===== config.mk =====
export PLATFORM = sky130hd
export DESIGN_NAME = bfr_burst_read
export DESIGN_NICKNAME = d
export VERILOG_FILES = /design/src/bfr_pkg.sv /design/src/bfr_tick_if.sv /design/src/bfr_clkdiv.sv /design/src/bfr_burst_read.sv
export SDC_FILE = /design/constraint.sdc
export NUM_CORES = 1
export LEC_CHECK = 0
export BUFFER_PORTS_ARGS = -buffer_cell sky130_fd_sc_hd__clkbuf_2
export CAP_MARGIN = 20
export CORE_MARGIN = 2
export CORE_UTILIZATION = 30
export CTS_CLUSTER_DIAMETER = 150
export DETAILED_ROUTE_END_ITERATION = 10
export PLACE_DENSITY = 0.51
export SETUP_SLACK_MARGIN = 0.2
export SLEW_MARGIN = 15
export SYNTH_ARGS = -nofsm -noshare
export SYNTH_HDL_FRONTEND = slang
export SYNTH_SLANG_ARGS = --single-unit

===== constraint.sdc =====
create_clock -name core_clk -period 3.3 [get_ports core_clk]
set_clock_uncertainty 0.05 [all_clocks]
set_input_delay 0.495 -clock core_clk [delete_from_list [all_inputs] [get_ports core_clk]]
set_output_delay 0.495 -clock core_clk [all_outputs]
set_load 0.01 [all_outputs]

===== src/bfr_pkg.sv =====
// constants, field layout and state encoding of the burst flash read control
// assumes a single core clock and a byte-addressed request side
package bfr_pkg;
    localparam int          REG_AW         = 8;
    localparam logic [7:0]  MODE_OFS       = 8'h00;
    localparam logic [7:0]  STAT_OFS       = 8'h04;
    localparam logic [31:0] MODE_RESET     = 32'h0000_0000;
    localparam logic [31:0] MODE_WMASK     = 32'h000f_37ff;
    localparam int          COM_LSB        = 0;
    localparam int          CC_LSB         = 2;
    localparam int          AVL_LSB        = 4;
    localparam int          PAGES_LSB      = 8;
    localparam int          OEL_LSB        = 12;
    localparam int          ADV_EN_BIT     = 16;
    localparam int          RESUME_BIT     = 17;
    localparam int          SHARED_BIT     = 18;
    localparam int          RDY_EN_BIT     = 19;
    localparam logic [1:0]  MODE_OFF       = 2'h0;
    localparam logic [1:0]  MODE_ASYNC     = 2'h1;
    localparam logic [1:0]  MODE_BURST     = 2'h2;
    localparam logic [1:0]  CLK_DIV1       = 2'h1;
    localparam logic [1:0]  CLK_DIV2       = 2'h2;
    localparam logic [2:0]  PER_M1_DIV1    = 3'h0;
    localparam logic [2:0]  PER_M1_DIV2    = 3'h1;
    localparam logic [2:0]  PER_M1_DIV4    = 3'h3;
    localparam logic [2:0]  PAGES_OFF      = 3'h0;
    localparam int          PAGE_BASE      = 8;
    localparam int          HALF_BYTES     = 2;
    localparam logic [1:0]  OEL_MIN        = 2'h1;
    typedef enum logic [2:0] {
        ST_IDLE, ST_LATCH, ST_SAMPLE, ST_OPEN, ST_ADV, ST_RESUME, ST_SUSP
    } bfr_state_t;
endpackage


===== src/bfr_tick_if.sv =====
// burst clock timing carried from the divider to the sequencer
// assumes both ends run on core_clk
`timescale 1ns/1ps
`default_nettype none
interface bfr_tick_if;
    logic tick;
    logic high;
    modport src (output tick, output high);
    modport snk (input tick, input high);
endinterface
`default_nettype wire


===== src/bfr_clkdiv.sv =====
// burst clock divider: one tick per burst clock rising edge, but one tick every core cycle at divide by one
// assumes clock_select is stable while a burst runs
`timescale 1ns/1ps
`default_nettype none
module bfr_clkdiv
    import bfr_pkg::*;
(
    input  wire logic       core_clk,
    input  wire logic       rst_b,
    input  wire logic [1:0] clock_select,
    bfr_tick_if.src         ck
);
    logic [2:0] cnt;
    logic       tgl;
    wire  [2:0] per_m1;

    // reserved code falls back to the slowest rate, never faster than programmed
    assign per_m1 = (clock_select == CLK_DIV1) ? PER_M1_DIV1 :
                    (clock_select == CLK_DIV2) ? PER_M1_DIV2 : PER_M1_DIV4;
    assign ck.tick = (cnt == 3'h0);
    assign ck.high = (per_m1 == PER_M1_DIV1) ? tgl : (cnt <= (per_m1 >> 1));

    always_ff @(posedge core_clk) begin
        if (!rst_b) begin
            cnt <= 3'h0;
            tgl <= 1'b0;
        end else begin
            cnt <= (cnt >= per_m1) ? 3'h0 : cnt + 3'h1;
            tgl <= ~tgl;
        end
    end
endmodule
`default_nettype wire


===== src/bfr_burst_read.sv =====
// burst read sequencer with its mode register and pin drivers
// assumes requests are halfword reads at byte addresses, pins synchronous to core_clk
//
// Behaviour
// - resume mode: suspend on deselect, resume sequential access after output-enable latency.
// - no resume mode: any access after deselection starts a new burst.
// - page handling on: a page-boundary address restarts the burst.
// - page field 0 disables; 1..7 select 16 to 1024 byte pages.
// - ready handling on: low ready holds off sampling until ready returns.
// - ready enable clear: ready input ignored, only latencies time data.
// - mode field: 00 off, 01 asynchronous, 10 burst read, 11 reserved; only 10 is decoded here, 01 leaves the block idle.
// - clock field: 01 master, 10 half, 11 quarter; 00 reserved; at 01 the pin clock runs at half core rate, the same as 10.
// - sample edge is latency field plus one edges after address valid.
// - output-enable latency idle cycles follow each output-enable change.
// - advance by gated clock pulses, or by strobe with a free clock.
// - shared bus on: address also driven on data bus during address valid.
`timescale 1ns/1ps
`default_nettype none
module bfr_burst_read
    import bfr_pkg::*;
#(
    parameter int ADDR_W = 25,
    parameter int DATA_W = 16
) (
    input  wire logic              core_clk,
    input  wire logic              rst_b,
    input  wire logic [REG_AW-1:0] reg_addr,
    input  wire logic [31:0]       reg_wdata,
    input  wire logic              reg_wr,
    input  wire logic              reg_rd,
    output logic      [31:0]       reg_rdata,
    input  wire logic              flash_select,
    input  wire logic              rd_req,
    input  wire logic [ADDR_W-1:0] rd_addr,
    output logic                   rd_ready,
    output logic                   rd_done,
    output logic      [DATA_W-1:0] rd_data,
    output logic                   burst_clock_out,
    output logic                   address_valid_out,
    output logic                   flash_output_enable,
    output logic                   address_advance_strobe,
    output logic      [ADDR_W-1:0] flash_addr,
    output logic      [DATA_W-1:0] flash_data_out,
    output logic                   flash_data_oe_b,
    input  wire logic [DATA_W-1:0] flash_data_in,
    input  wire logic              flash_ready_in
);
    bfr_tick_if ck ();

    logic [31:0]       mode_cfg;
    bfr_state_t        state;
    bfr_state_t        next_state;
    logic [4:0]        lat_cnt;
    logic [4:0]        next_lat_cnt;
    logic [1:0]        oel_cnt;
    logic              burst_open;
    logic              next_burst_open;
    logic              oe;
    logic              next_oe;
    logic              avd;
    logic              next_avd;
    logic              strobe;
    logic              next_strobe;
    logic              rdy_q;
    logic [ADDR_W-1:0] cur_addr;
    logic [ADDR_W-1:0] next_cur_addr;
    logic [ADDR_W-1:0] exp_addr;
    logic              done_q;
    logic              take_data;
    logic              take_q;

    wire [1:0]        op_mode     = mode_cfg[COM_LSB +: 2];
    wire [1:0]        clk_sel     = mode_cfg[CC_LSB +: 2];
    wire [3:0]        address_valid_latency         = mode_cfg[AVL_LSB +: 4];
    wire [2:0]        pages       = mode_cfg[PAGES_LSB +: 3];
    wire [1:0]        oel_raw     = mode_cfg[OEL_LSB +: 2];
    wire              adv_en      = mode_cfg[ADV_EN_BIT];
    wire              resume_mode = mode_cfg[RESUME_BIT];
    wire              shared_bus  = mode_cfg[SHARED_BIT];
    wire              rdy_en      = mode_cfg[RDY_EN_BIT];
    // code 11 decodes to neither async nor burst, so the block stays idle
    wire              burst_mode  = (op_mode == MODE_BURST);
    wire              tick        = ck.tick;
    // a zero latency would let the bus turn round too early
    wire [1:0]        output_enable_latency         = (oel_raw < OEL_MIN) ? OEL_MIN : oel_raw;
    wire [4:0]        avl_w       = {1'b0, address_valid_latency};
    wire [ADDR_W-1:0] page_mask   = ADDR_W'((PAGE_BASE << pages) - 1);
    wire              page_edge   = (pages != PAGES_OFF) && ((rd_addr & page_mask) == '0);
    wire              sequential  = burst_open && (rd_addr == exp_addr) && !page_edge;
    wire              idle_like   = (state == ST_IDLE) || (state == ST_OPEN) || (state == ST_SUSP);
    wire              take        = rd_req && rd_ready;
    // ready seen on the previous burst edge announces data on this one
    wire              data_ok     = !rdy_en || rdy_q;
    wire              clk_gate    = (state == ST_LATCH) || (state == ST_SAMPLE);
    // strobe mode keeps the clock free; gated mode only clocks when the flash must move
    wire              clk_run     = burst_mode && (adv_en || clk_gate);
    wire              mode_hit    = (reg_addr == MODE_OFS);
    wire              stat_hit    = (reg_addr == STAT_OFS);
    wire [31:0]       stat_word   = {26'h0, state, oel_cnt != 2'h0, oe, burst_open};
    wire [31:0]       rd_word     = mode_hit ? mode_cfg : (stat_hit ? stat_word : 32'h0);

    assign rd_ready = burst_mode && flash_select && idle_like && (oel_cnt == 2'h0);
    assign rd_done  = done_q;

    bfr_clkdiv u_div (
        .core_clk     (core_clk),
        .rst_b        (rst_b),
        .clock_select (clk_sel),
        .ck           (ck)
    );

    always_comb begin
        next_state      = state;
        next_lat_cnt    = lat_cnt;
        next_burst_open = burst_open;
        next_oe         = oe;
        next_avd        = avd;
        next_strobe     = strobe;
        next_cur_addr   = cur_addr;
        take_data       = 1'b0;
        case (state)
            ST_IDLE, ST_OPEN, ST_SUSP: begin
                if (!burst_mode) begin
                    next_state      = ST_IDLE;
                    next_oe         = 1'b0;
                    next_burst_open = 1'b0;
                end else if (take) begin
                    next_cur_addr = rd_addr;
                    if (sequential && state == ST_OPEN) begin
                        next_state = ST_ADV;
                    end else if (sequential && state == ST_SUSP && resume_mode) begin
                        next_state = ST_RESUME;
                        next_oe    = 1'b1;
                    end else begin
                        // any other access breaks the burst and latches anew
                        next_state      = ST_LATCH;
                        next_burst_open = 1'b0;
                        next_oe         = 1'b0;
                        next_lat_cnt    = 5'h0;
                    end
                end else if (state == ST_OPEN && !flash_select) begin
                    next_state      = ST_SUSP;
                    next_oe         = 1'b0;
                    next_burst_open = resume_mode;
                end
            end
            ST_LATCH: begin
                if (tick && !avd && lat_cnt == 5'h0 && oel_cnt == 2'h0) begin
                    next_avd = 1'b1;
                end else if (tick && avd) begin
                    // first edge with address valid seen: release it and open the output
                    next_avd     = 1'b0;
                    next_oe      = 1'b1;
                    next_lat_cnt = 5'h1;
                    if (avl_w == 5'h0) begin
                        next_state = ST_SAMPLE;
                    end
                end else if (tick && lat_cnt != 5'h0) begin
                    next_lat_cnt = lat_cnt + 5'h1;
                    if (lat_cnt == avl_w) begin
                        next_state = ST_SAMPLE;
                    end
                end
            end
            ST_ADV: begin
                if (tick) begin
                    next_strobe = adv_en;
                    next_state  = ST_SAMPLE;
                end
            end
            ST_RESUME: begin
                if (tick && oel_cnt == 2'h0) begin
                    next_state = ST_ADV;
                end
            end
            ST_SAMPLE: begin
                if (tick) begin
                    next_strobe = 1'b0;
                    if (data_ok) begin
                        take_data       = 1'b1;
                        next_state      = ST_OPEN;
                        next_burst_open = 1'b1;
                    end
                end
            end
            default: begin
                next_state = ST_IDLE;
                next_oe    = 1'b0;
                next_avd   = 1'b0;
            end
        endcase
    end

    always_ff @(posedge core_clk) begin
        if (!rst_b) begin
            state      <= ST_IDLE;
            lat_cnt    <= 5'h0;
            burst_open <= 1'b0;
            oe         <= 1'b0;
            avd        <= 1'b0;
            strobe     <= 1'b0;
            cur_addr   <= '0;
        end else begin
            state      <= next_state;
            lat_cnt    <= next_lat_cnt;
            burst_open <= next_burst_open;
            oe         <= next_oe;
            avd        <= next_avd;
            strobe     <= next_strobe;
            cur_addr   <= next_cur_addr;
        end
    end

    // idle burst cycles after every output-enable edge
    always_ff @(posedge core_clk) begin
        if (!rst_b) begin
            oel_cnt <= 2'h0;
        end else if (next_oe != oe) begin
            oel_cnt <= output_enable_latency;
        end else if (tick && oel_cnt != 2'h0) begin
            oel_cnt <= oel_cnt - 2'h1;
        end
    end

    always_ff @(posedge core_clk) begin
        if (!rst_b) begin
            rdy_q <= 1'b0;
        end else if (tick) begin
            rdy_q <= flash_ready_in;
        end
    end

    always_ff @(posedge core_clk) begin
        if (!rst_b) begin
            rd_data  <= '0;
            done_q   <= 1'b0;
            take_q   <= 1'b0;
            exp_addr <= '0;
        end else begin
            // pins trail the sequencer by a cycle, so data is taken one cycle after the sample tick
            take_q <= take_data;
            done_q <= take_q;
            if (take_q) begin
                rd_data <= flash_data_in;
            end
            if (take_data) begin
                exp_addr <= cur_addr + ADDR_W'(HALF_BYTES);
            end
        end
    end

    always_ff @(posedge core_clk) begin
        if (!rst_b) begin
            mode_cfg  <= MODE_RESET;
            reg_rdata <= 32'h0;
        end else begin
            if (reg_wr && mode_hit) begin
                mode_cfg <= reg_wdata & MODE_WMASK;
            end
            reg_rdata <= reg_rd ? rd_word : 32'h0;
        end
    end

    // pins are registered, so they trail the internal tick by one core cycle
    always_ff @(posedge core_clk) begin
        if (!rst_b) begin
            burst_clock_out        <= 1'b0;
            address_valid_out      <= 1'b0;
            flash_output_enable    <= 1'b0;
            address_advance_strobe <= 1'b0;
            flash_addr             <= '0;
            flash_data_out         <= '0;
            flash_data_oe_b        <= 1'b1;
        end else begin
            burst_clock_out        <= clk_run && ck.high;
            address_valid_out      <= avd;
            flash_output_enable    <= oe;
            address_advance_strobe <= strobe;
            flash_addr             <= cur_addr;
            flash_data_out         <= DATA_W'(cur_addr);
            flash_data_oe_b        <= !(avd && shared_bus);
        end
    end
endmodule
`default_nettype wire


==> results of run 1 <==
-- worst max-delay path: cells and delay by family (launching register included) --
| kind | cells | cell delay [ps] |
|---|---|---|
| buf+inv | 1 | 60 |
| fa+ha+maj | 1 | 260 |
| simple gates | 2 | 730 |
| flops | 1 | 380 |
| compound gates | 5 | 1100 |
-- flip-flops by register name (all words and copies together) (netlist names), 2 cells and up --
name / cells
oel_cnt: 2
exp_addr: 25
reg_rdata: 17
flash_addr: 25
u_div.cnt: 3
mode_cfg: 17
state: 3
cur_addr: 25
lat_cnt: 5
rd_data: 16
-- final cells by class --
type	instances	area (um^2)	area share (%)
Clock buffer	22	474.2	5.686
Clock inverter	8	51.30	0.6152
Inverter	25	93.84	1.125
Multi-Input combinational cell	558	3435	41.19
Sequential cell	151	3023	36.25
Tap cell	285	356.6	4.276
Timing Repair Buffer	170	905.9	10.86
-- cell usage in the layout (no fill, tap or decap), types with 3 or more instances in the layout --
| cell | n |
|---|---|
| nor4_1 | 9 |
| and2_1 | 43 |
| nand2_1 | 93 |
| nand3_1 | 18 |
| clkbuf_8 | 3 |
| nor2_1 | 96 |
| clkinvlp_4 | 3 |
| nand4_1 | 15 |
| a22oi_1 | 3 |
| nor2b_1 | 3 |
| xnor2_1 | 33 |
| o41ai_1 | 3 |
| a21oi_1 | 46 |
| nor3_1 | 9 |
| buf_4 | 16 |
| mux2i_1 | 43 |
| inv_1 | 24 |
| xor2_1 | 21 |
| dfxtp_1 | 151 |
| clkinv_2 | 4 |
| conb_1 | 15 |
| a211oi_1 | 24 |
| o21ai_0 | 6 |
| clkbuf_2 | 153 |
| nand2b_1 | 7 |
| clkbuf_16 | 17 |
| o211ai_1 | 3 |
| and3_1 | 5 |
| a31oi_1 | 7 |
| ha_1 | 12 |
-- metrics by stage --
step                total power, W  utilization [%]  std cells
detailed placement        0.002308            34.62       1189
floorplan                 0.002167                -        803
CTS                       0.004088            36.95       1219
global placement          0.002303            34.62       1189
global route              0.004210            36.95       1219
finish                    0.004031            36.95       1219
-- cell families (layout without fill, tap and decap cells) --
logic type | after synthesis | after routing | synth area share (%)
and+or+nand+nor | 316 | 316 | 22.02
buffers and inverters | 94 | 225 | 7.127
muxes | 43 | 43 | 6.255
other | 1 | 15 | 0.05449
AOI/OAI and AO/OA | 118 | 118 | 11.56
adders and majority gates | 12 | 12 | 2.182
DFF | 151 | 151 | 43.93
xor gates and xnor gates | 54 | 54 | 6.873
-- metal layers --
metal | share of wire [%] | wire length, um | vias up
li1 | - | - | 2903
met1 | 48 | 8335 | 2622
met2 | 46 | 8106 | 123
met3 | 4.9 | 853 | 18
met4 | 1.4 | 252 | 0
met5 | 0 | 0 | -
-- report_power, final --
group | switching, W | internal, W | total, W
Clock | 0.000757 | 0.00101 | 0.00176
Combinational | 0.000238 | 0.000151 | 0.000390
Sequential | 0.0000244 | 0.00185 | 0.00188
-- worst min-delay path by stage --
stage	start	endpoint
after floorplan	mode_cfg[18]	flash_data_oe_b
after global placement	mode_cfg[18]	flash_data_oe_b
after detailed placement	mode_cfg[18]	flash_data_oe_b
after CTS	flash_ready_in	rdy_q
after global routing	reg_wdata[17]	mode_cfg[17]
final	flash_data_in[9]	rd_data[9]
==> results.sh, run 1 <==
export IMPL_portBuffers=153
export IMPL_synth_area_mm2=0.006882
export IMPL_arrival_ps=2960
export IMPL_grt_pass1_vias=5429
export IMPL_max_slew_worst_pin_slew_ps=915.1
export IMPL_gr_usage_met3_pct=4.178
export IMPL_maxCapViolCount=0
export IMPL_busiest_layer="met2"
export IMPL_fin_crit_ps=2709
export IMPL_root_buffer="clkbuf_16"
export IMPL_cts_clk_slew_worst_paths_ps=60
export IMPL_dr_first_iter_drc_count=234
export IMPL_io_pins=184
export IMPL_setup_tns_ps=0
export IMPL_synth_area_top_cells="dfxtp_1 (44%), mux2i_1 (6.3%), nor2_1 (5.2%)"
export IMPL_finalInstanceArea_mm2=0.008339
export IMPL_path_cells="or3_1 -> ha_1 -> inv_1 -> a2111oi_0 -> a2111o_1 -> o2111a_1 -> or2_1 -> o211ai_1 -> o41ai_1"
export IMPL_yosysMostFrequentCell="dfxtp_1"
export IMPL_grtUsageMet1_pct=19.49
export IMPL_gr_usage_all_layers_pct=14.97
export IMPL_rsz0062_at_grt="no"
export IMPL_drt_antenna_violating_nets=0
export IMPL_synth_edf_count=0
export IMPL_clock_latency_ps=420
export IMPL_routedWlPerCell_um=14.39
export IMPL_cts_made_buffers=17
export IMPL_critPathLaunchType="register"
export IMPL_finalWorstSetupSlack_ps=591.0
export IMPL_slowest_delay_ps=430
export IMPL_fin_crit_sh_pct=82.09
export IMPL_die_height_um=155.5
export IMPL_place_hpwl_mm=12.95
export IMPL_via_per_inst=4.648
export IMPL_gp_congestion=0.7927
export IMPL_synth_area_per_cell_um2=8.722
export IMPL_critPathRequiredTime_ps=3550
export IMPL_remaining_drc_errors=0
export IMPL_p_leak_nw=3.388
export IMPL_fillers=2364
export IMPL_synthFlopType="dfxtp_1"
export IMPL_crit_slowest_cell="a2111o_1"
export IMPL_area_growth_synth_to_final_pct=21.18
export IMPL_powerDensity_mw_per_mm2=483.4
export IMPL_row_count=55
export IMPL_post_place_ws_ps=424.0
export IMPL_endpoint="lat_cnt[3]"
export IMPL_grt_pass1_wl_mm=28.56
export IMPL_path_class="register to register"
export IMPL_status="complete, no violations"
export IMPL_r2r_start="mode_cfg[8]"
export IMPL_drv_slew=0
export IMPL_layout_drive_gt1_share_pct=22.38
export IMPL_num_vias=5666
export IMPL_wl_mm=17.55
export IMPL_hold_viol=0
export IMPL_clock_sinks=151
export IMPL_htreeDepth=4
export IMPL_worst_r2r_setup_slack_ps=590
export IMPL_hold_path_class="input port to register"
export IMPL_synth_top_cells_by_count="dfxtp_1 (151), nor2_1 (96), nand2_1 (93)"
export IMPL_max_slew_margin_pct=38.91
export IMPL_die_area_mm2=0.02417
export IMPL_cts_tree="done"
export IMPL_synthCells=789
export IMPL_grt_max_degree=49
export IMPL_antenna_found_initial=0
export IMPL_clk_path_buf_depth=2
export IMPL_core_area_mm2=0.02257
export IMPL_yosysSeqAreaShare_pct=43.93
export IMPL_start_util_pct=30.49
export IMPL_placedInstanceArea_mm2=0.007814
export IMPL_n_antenna_cell=0
export IMPL_ys_ff_latch=151
export IMPL_die_w_um=155.5
export IMPL_crit_fanout=8
export IMPL_synth_top_area_share_pct=43.93
export IMPL_gr_total_overflow=0
export IMPL_whs_path_depth=3
export IMPL_irDropWorstVdd_uv=262.5
export IMPL_crit_start="mode_cfg[8]"
export IMPL_cts_resized=0
export IMPL_yosysWarnings=0
export IMPL_postCtsSetupRepairBufs=0
export IMPL_fmax_mhz=369.1
export IMPL_finalNetCount=1023
export IMPL_endpoint_kind="register"
export IMPL_met2_usage_pct=24.10
export IMPL_yosys_area_top_type="dfxtp_1"
export IMPL_first_pass_iters=4
export IMPL_synth_distinct_cells=65
export IMPL_setup_viol=0
export IMPL_cts_hold_buf=0
export IMPL_r2r_cells=9
export IMPL_hold_slack_ps=254.1
export IMPL_timing_rr_end="lat_cnt[3]"
export IMPL_synthArstFlopShare_pct=0
Power figures use the tool's default switching activity.
==> run 2, diff against run 1 <==
--- a/config.mk
+++ b/config.mk
@@ -5,6 +5,7 @@
 export SDC_FILE = /design/constraint.sdc
 export NUM_CORES = 1
 export LEC_CHECK = 0
+export ABC_AREA = 1
 export BUFFER_PORTS_ARGS = -buffer_cell sky130_fd_sc_hd__clkbuf_2
 export CAP_MARGIN = 20
 export CORE_MARGIN = 2
==> constraint.sdc (replaced) <==
create_clock -name core_clk -period 2.8 [get_ports core_clk]
set_clock_uncertainty 0.05 [all_clocks]
set_input_delay 0.42 -clock core_clk [delete_from_list [all_inputs] [get_ports core_clk]]
set_output_delay 0.42 -clock core_clk [all_outputs]
set_load 0.01 [all_outputs]
==> run 2 against run 1 <==
Setup slack worse by 140 ps. Utilization is 0.76 points higher. Via count is 13% higher. Total power is 19% higher. Count of clock-buffer cells in the layout stayed put. Wire length is 6.7% higher. Largest cell class unchanged. Highest routed layer unchanged.
==> results.sh, run 2 <==
export IMPL_crit_family="simple AND/OR/NAND/NOR gates"
export IMPL_synth_area_per_cell_um2=7.036
export IMPL_grt_max_degree=55
export IMPL_critPathRequiredTime_ps=3050
export IMPL_r2r_start="cur_addr[1]"
export IMPL_irDropWorstVdd_uv=311.4
export IMPL_crit_fanout=5
export IMPL_crit_slowest_cell="dfxtp_1"
export IMPL_ys_ff_latch=151
export IMPL_synth_distinct_cells=38
export IMPL_multi_input_area_mm2=0.003089
export IMPL_cts_clk_slew_worst_paths_ps=60
export IMPL_mostFrequentLayoutCells="nand2_1 (179), inv_1 (169), clkbuf_2 (152)"
export IMPL_timing_rr_end="exp_addr[18]"
export IMPL_die_height_um=157.0
export IMPL_setup_viol=0
export IMPL_synthCells=998
export IMPL_wl_mm=18.72
export IMPL_cp_common_cell="inv_1"
export IMPL_core_area_mm2=0.02278
export IMPL_worst_r2r_setup_slack_ps=450
export IMPL_finalWorstSetupSlack_ps=454.8
export IMPL_gr_usage_all_layers_pct=15.67
export IMPL_reg_top3="cur_addr (25), exp_addr (25), flash_addr (25)"
export IMPL_fin_crit_ps=2345
export IMPL_setup_tns_ps=0
export IMPL_status="complete, no violations"
export IMPL_post_place_ws_ps=288.9
export IMPL_yosysWarnings=0
export IMPL_cts_tree="done"
export IMPL_grt_pass1_wl_mm=30.04
export IMPL_gr_total_overflow=0
export IMPL_finalNetCount=1239
export IMPL_min_from="flash_data_in[1]"
export IMPL_synth_edf_count=0
export IMPL_area_growth_synth_to_final_pct=22.33
export IMPL_hold_path_class="input port to register"
export IMPL_clock_sinks=151
export IMPL_synthArstFlopShare_pct=0
export IMPL_place_hpwl_mm=13.96
export IMPL_die_area_mm2=0.02465
export IMPL_placedInstanceArea_mm2=0.007968
export IMPL_n_antenna_cell=0
export IMPL_dr_first_iter_drc_count=429
export IMPL_row_count=55
export IMPL_antenna_found_initial=0
export IMPL_layout_drive_gt1_share_pct=19.48
export IMPL_yosys_area_top_type="dfxtp_1"
export IMPL_clk_path_buf_depth=2
export IMPL_remaining_drc_errors=0
export IMPL_clock_latency_ps=420
export IMPL_maxCapViolCount=0
export IMPL_path_buf_inv=2
export IMPL_cts_made_buffers=17
export IMPL_routedWlPerCell_um=12.79
export IMPL_powerDensity_mw_per_mm2=557.5
export IMPL_first_pass_iters=5
export IMPL_rsz0062_at_grt="yes"
export IMPL_grt_pass1_vias=5978
export IMPL_synth_top_area_share_pct=43.05
export IMPL_start_util_pct=30.83
export IMPL_hold_viol=0
export IMPL_yosysMostFrequentCell="nand2_1"
export IMPL_p_leak_nw=4.250
export IMPL_slowest_delay_ps=400
export IMPL_portBuffers=153
export IMPL_die_w_um=157.0
export IMPL_r2r_cells=11
export IMPL_path_class="register to register"
export IMPL_layout_commonest_cell="nand2_1"
export IMPL_max_slew_worst_pin_slew_ps=975.2
export IMPL_htreeDepth=4
export IMPL_gp_congestion=0.8837
export IMPL_path_cells="inv_1 -> nor3_2 -> nand2_1 -> nor2_2 -> nand4_1 -> nor2_1 -> nand3_1 -> nor3_1 -> xor2_1 -> o21ai_0 -> inv_1"
export IMPL_fmax_mhz=426.4
export IMPL_whs_path_depth=3
export IMPL_seq_area_mm2=0.003029
export IMPL_num_vias=6411
export IMPL_crit_cells=11
export IMPL_synthFlopType="dfxtp_1"
export IMPL_synth_top_cells_by_count="nand2_1 (179), inv_1 (171), dfxtp_1 (151)"
export IMPL_drv_slew=0
export IMPL_io_pins=184
export IMPL_endpoint_kind="register"
export IMPL_max_slew_margin_pct=34.91
export IMPL_fillers=2473
export IMPL_critPathLaunchType="register"
export IMPL_yosysSeqAreaShare_pct=43.05
export IMPL_finalInstanceArea_mm2=0.008589
export IMPL_arrival_ps=2600
export IMPL_root_buffer="clkbuf_16"
export IMPL_synth_area_mm2=0.007022
export IMPL_fin_crit_sh_pct=83.76
export IMPL_whs_endpoint="rd_data[1]"
export IMPL_synth_area_top_cells="dfxtp_1 (43%), nand2_1 (9.6%), inv_1 (9.1%)"
export IMPL_via_per_inst=4.382
export IMPL_drt_antenna_violating_nets=0
## run 2: changes by cell type after synthesis, moves of 7 or more
cell / change
nand2_1: +86
xor2_1: -7
buf_2: -10
a21oi_1: +33
and2_1: -42
nand2b_1: -7
mux2i_1: -43
xnor2_1: -16
nand3_1: +8
o21ai_0: +91
inv_1: +147
nor2_1: +30
a211oi_1: -22
## run 2: per-stage QoR
| step | cells | hold WS [ps] | total power [W] | utilization (%) |
|---|---|---|---|---|
| finish | 1463 | 170.2 | 0.004789 | 37.71 |
| global route | 1463 | 176.0 | 0.005016 | 37.71 |
| CTS | 1459 | 156.0 | 0.004862 | 37.35 |
| detailed placement | 1429 | 330.0 | 0.002678 | 34.98 |
| global placement | 1429 | 327.6 | 0.002675 | 34.98 |
| floorplan | 1012 | 315.0 | 0.002528 | - |
## run 2: per-layer routing
| layer | up-vias | track usage [%] | wire, um | part of all wire, % |
|---|---|---|---|---|
| li1 | 3362 | - | - | - |
| met1 | 2861 | 20.51 | 8866 | 47 |
| met2 | 176 | 26.11 | 8602 | 46 |
| met3 | 12 | 3.634 | 1062 | 5.7 |
| met4 | 0 | 3.757 | 183 | 0.98 |
| met5 | - | 0 | 0 | 0 |
## run 2: layout make-up
class	count	share of cell area, %
Sequential cell	151	35.27
Clock inverter	8	0.8886
Tap cell	313	4.559
Multi-Input combinational cell	625	35.96
Inverter	177	7.779
Timing Repair Buffer	167	10.14
Clock buffer	22	5.404
## run 2: how the worst max path moves through the flow
| stage | from | endpoint | slack [ps] |
|---|---|---|---|
| after global routing | u_div.cnt[0] | exp_addr[10] | 170 |
| after detailed placement | mode_cfg[10] | lat_cnt[3] | 290 |
| after CTS | mode_cfg[10] | lat_cnt[3] | 260 |
| final | cur_addr[1] | exp_addr[18] | 450 |
| after floorplan | mode_cfg[10] | lat_cnt[3] | 680 |
| after global placement | mode_cfg[10] | lat_cnt[3] | 270 |
## run 2: cells by family (layout without fill, tap and decap cells)
kind of cell,after synthesis,in the layout,synth area share [%]
flops,151,151,43.05
other cells,1,15,0.05341
compound gates,199,199,14.95
simple gates,368,368,21.65
xor+xnor,31,31,3.867
buf+inv,236,374,14.29
fa+ha+maj,12,12,2.138
## run 2: tightest hold or removal path, stage by stage
cell and delay, ps:
clkbuf_2 70, nor2_1 30, nor2_1 80
## run 2: report_power, final
group	leakage [nW]	internal [W]	switching, W	total [W]
combinational	2.77	0.000159	0.000260	0.000419
sequential	1.22	0.00218	0.0000254	0.00221
clock	0.258	0.00126	0.000903	0.00216
## run 2: repair_timing
action	in CTS	in global routing
endpoints found under the setup margin	0	10
setup buffers	0	4
hold endpoints to repair	0	0
hold buffers	0	0
resized for setup	0	16
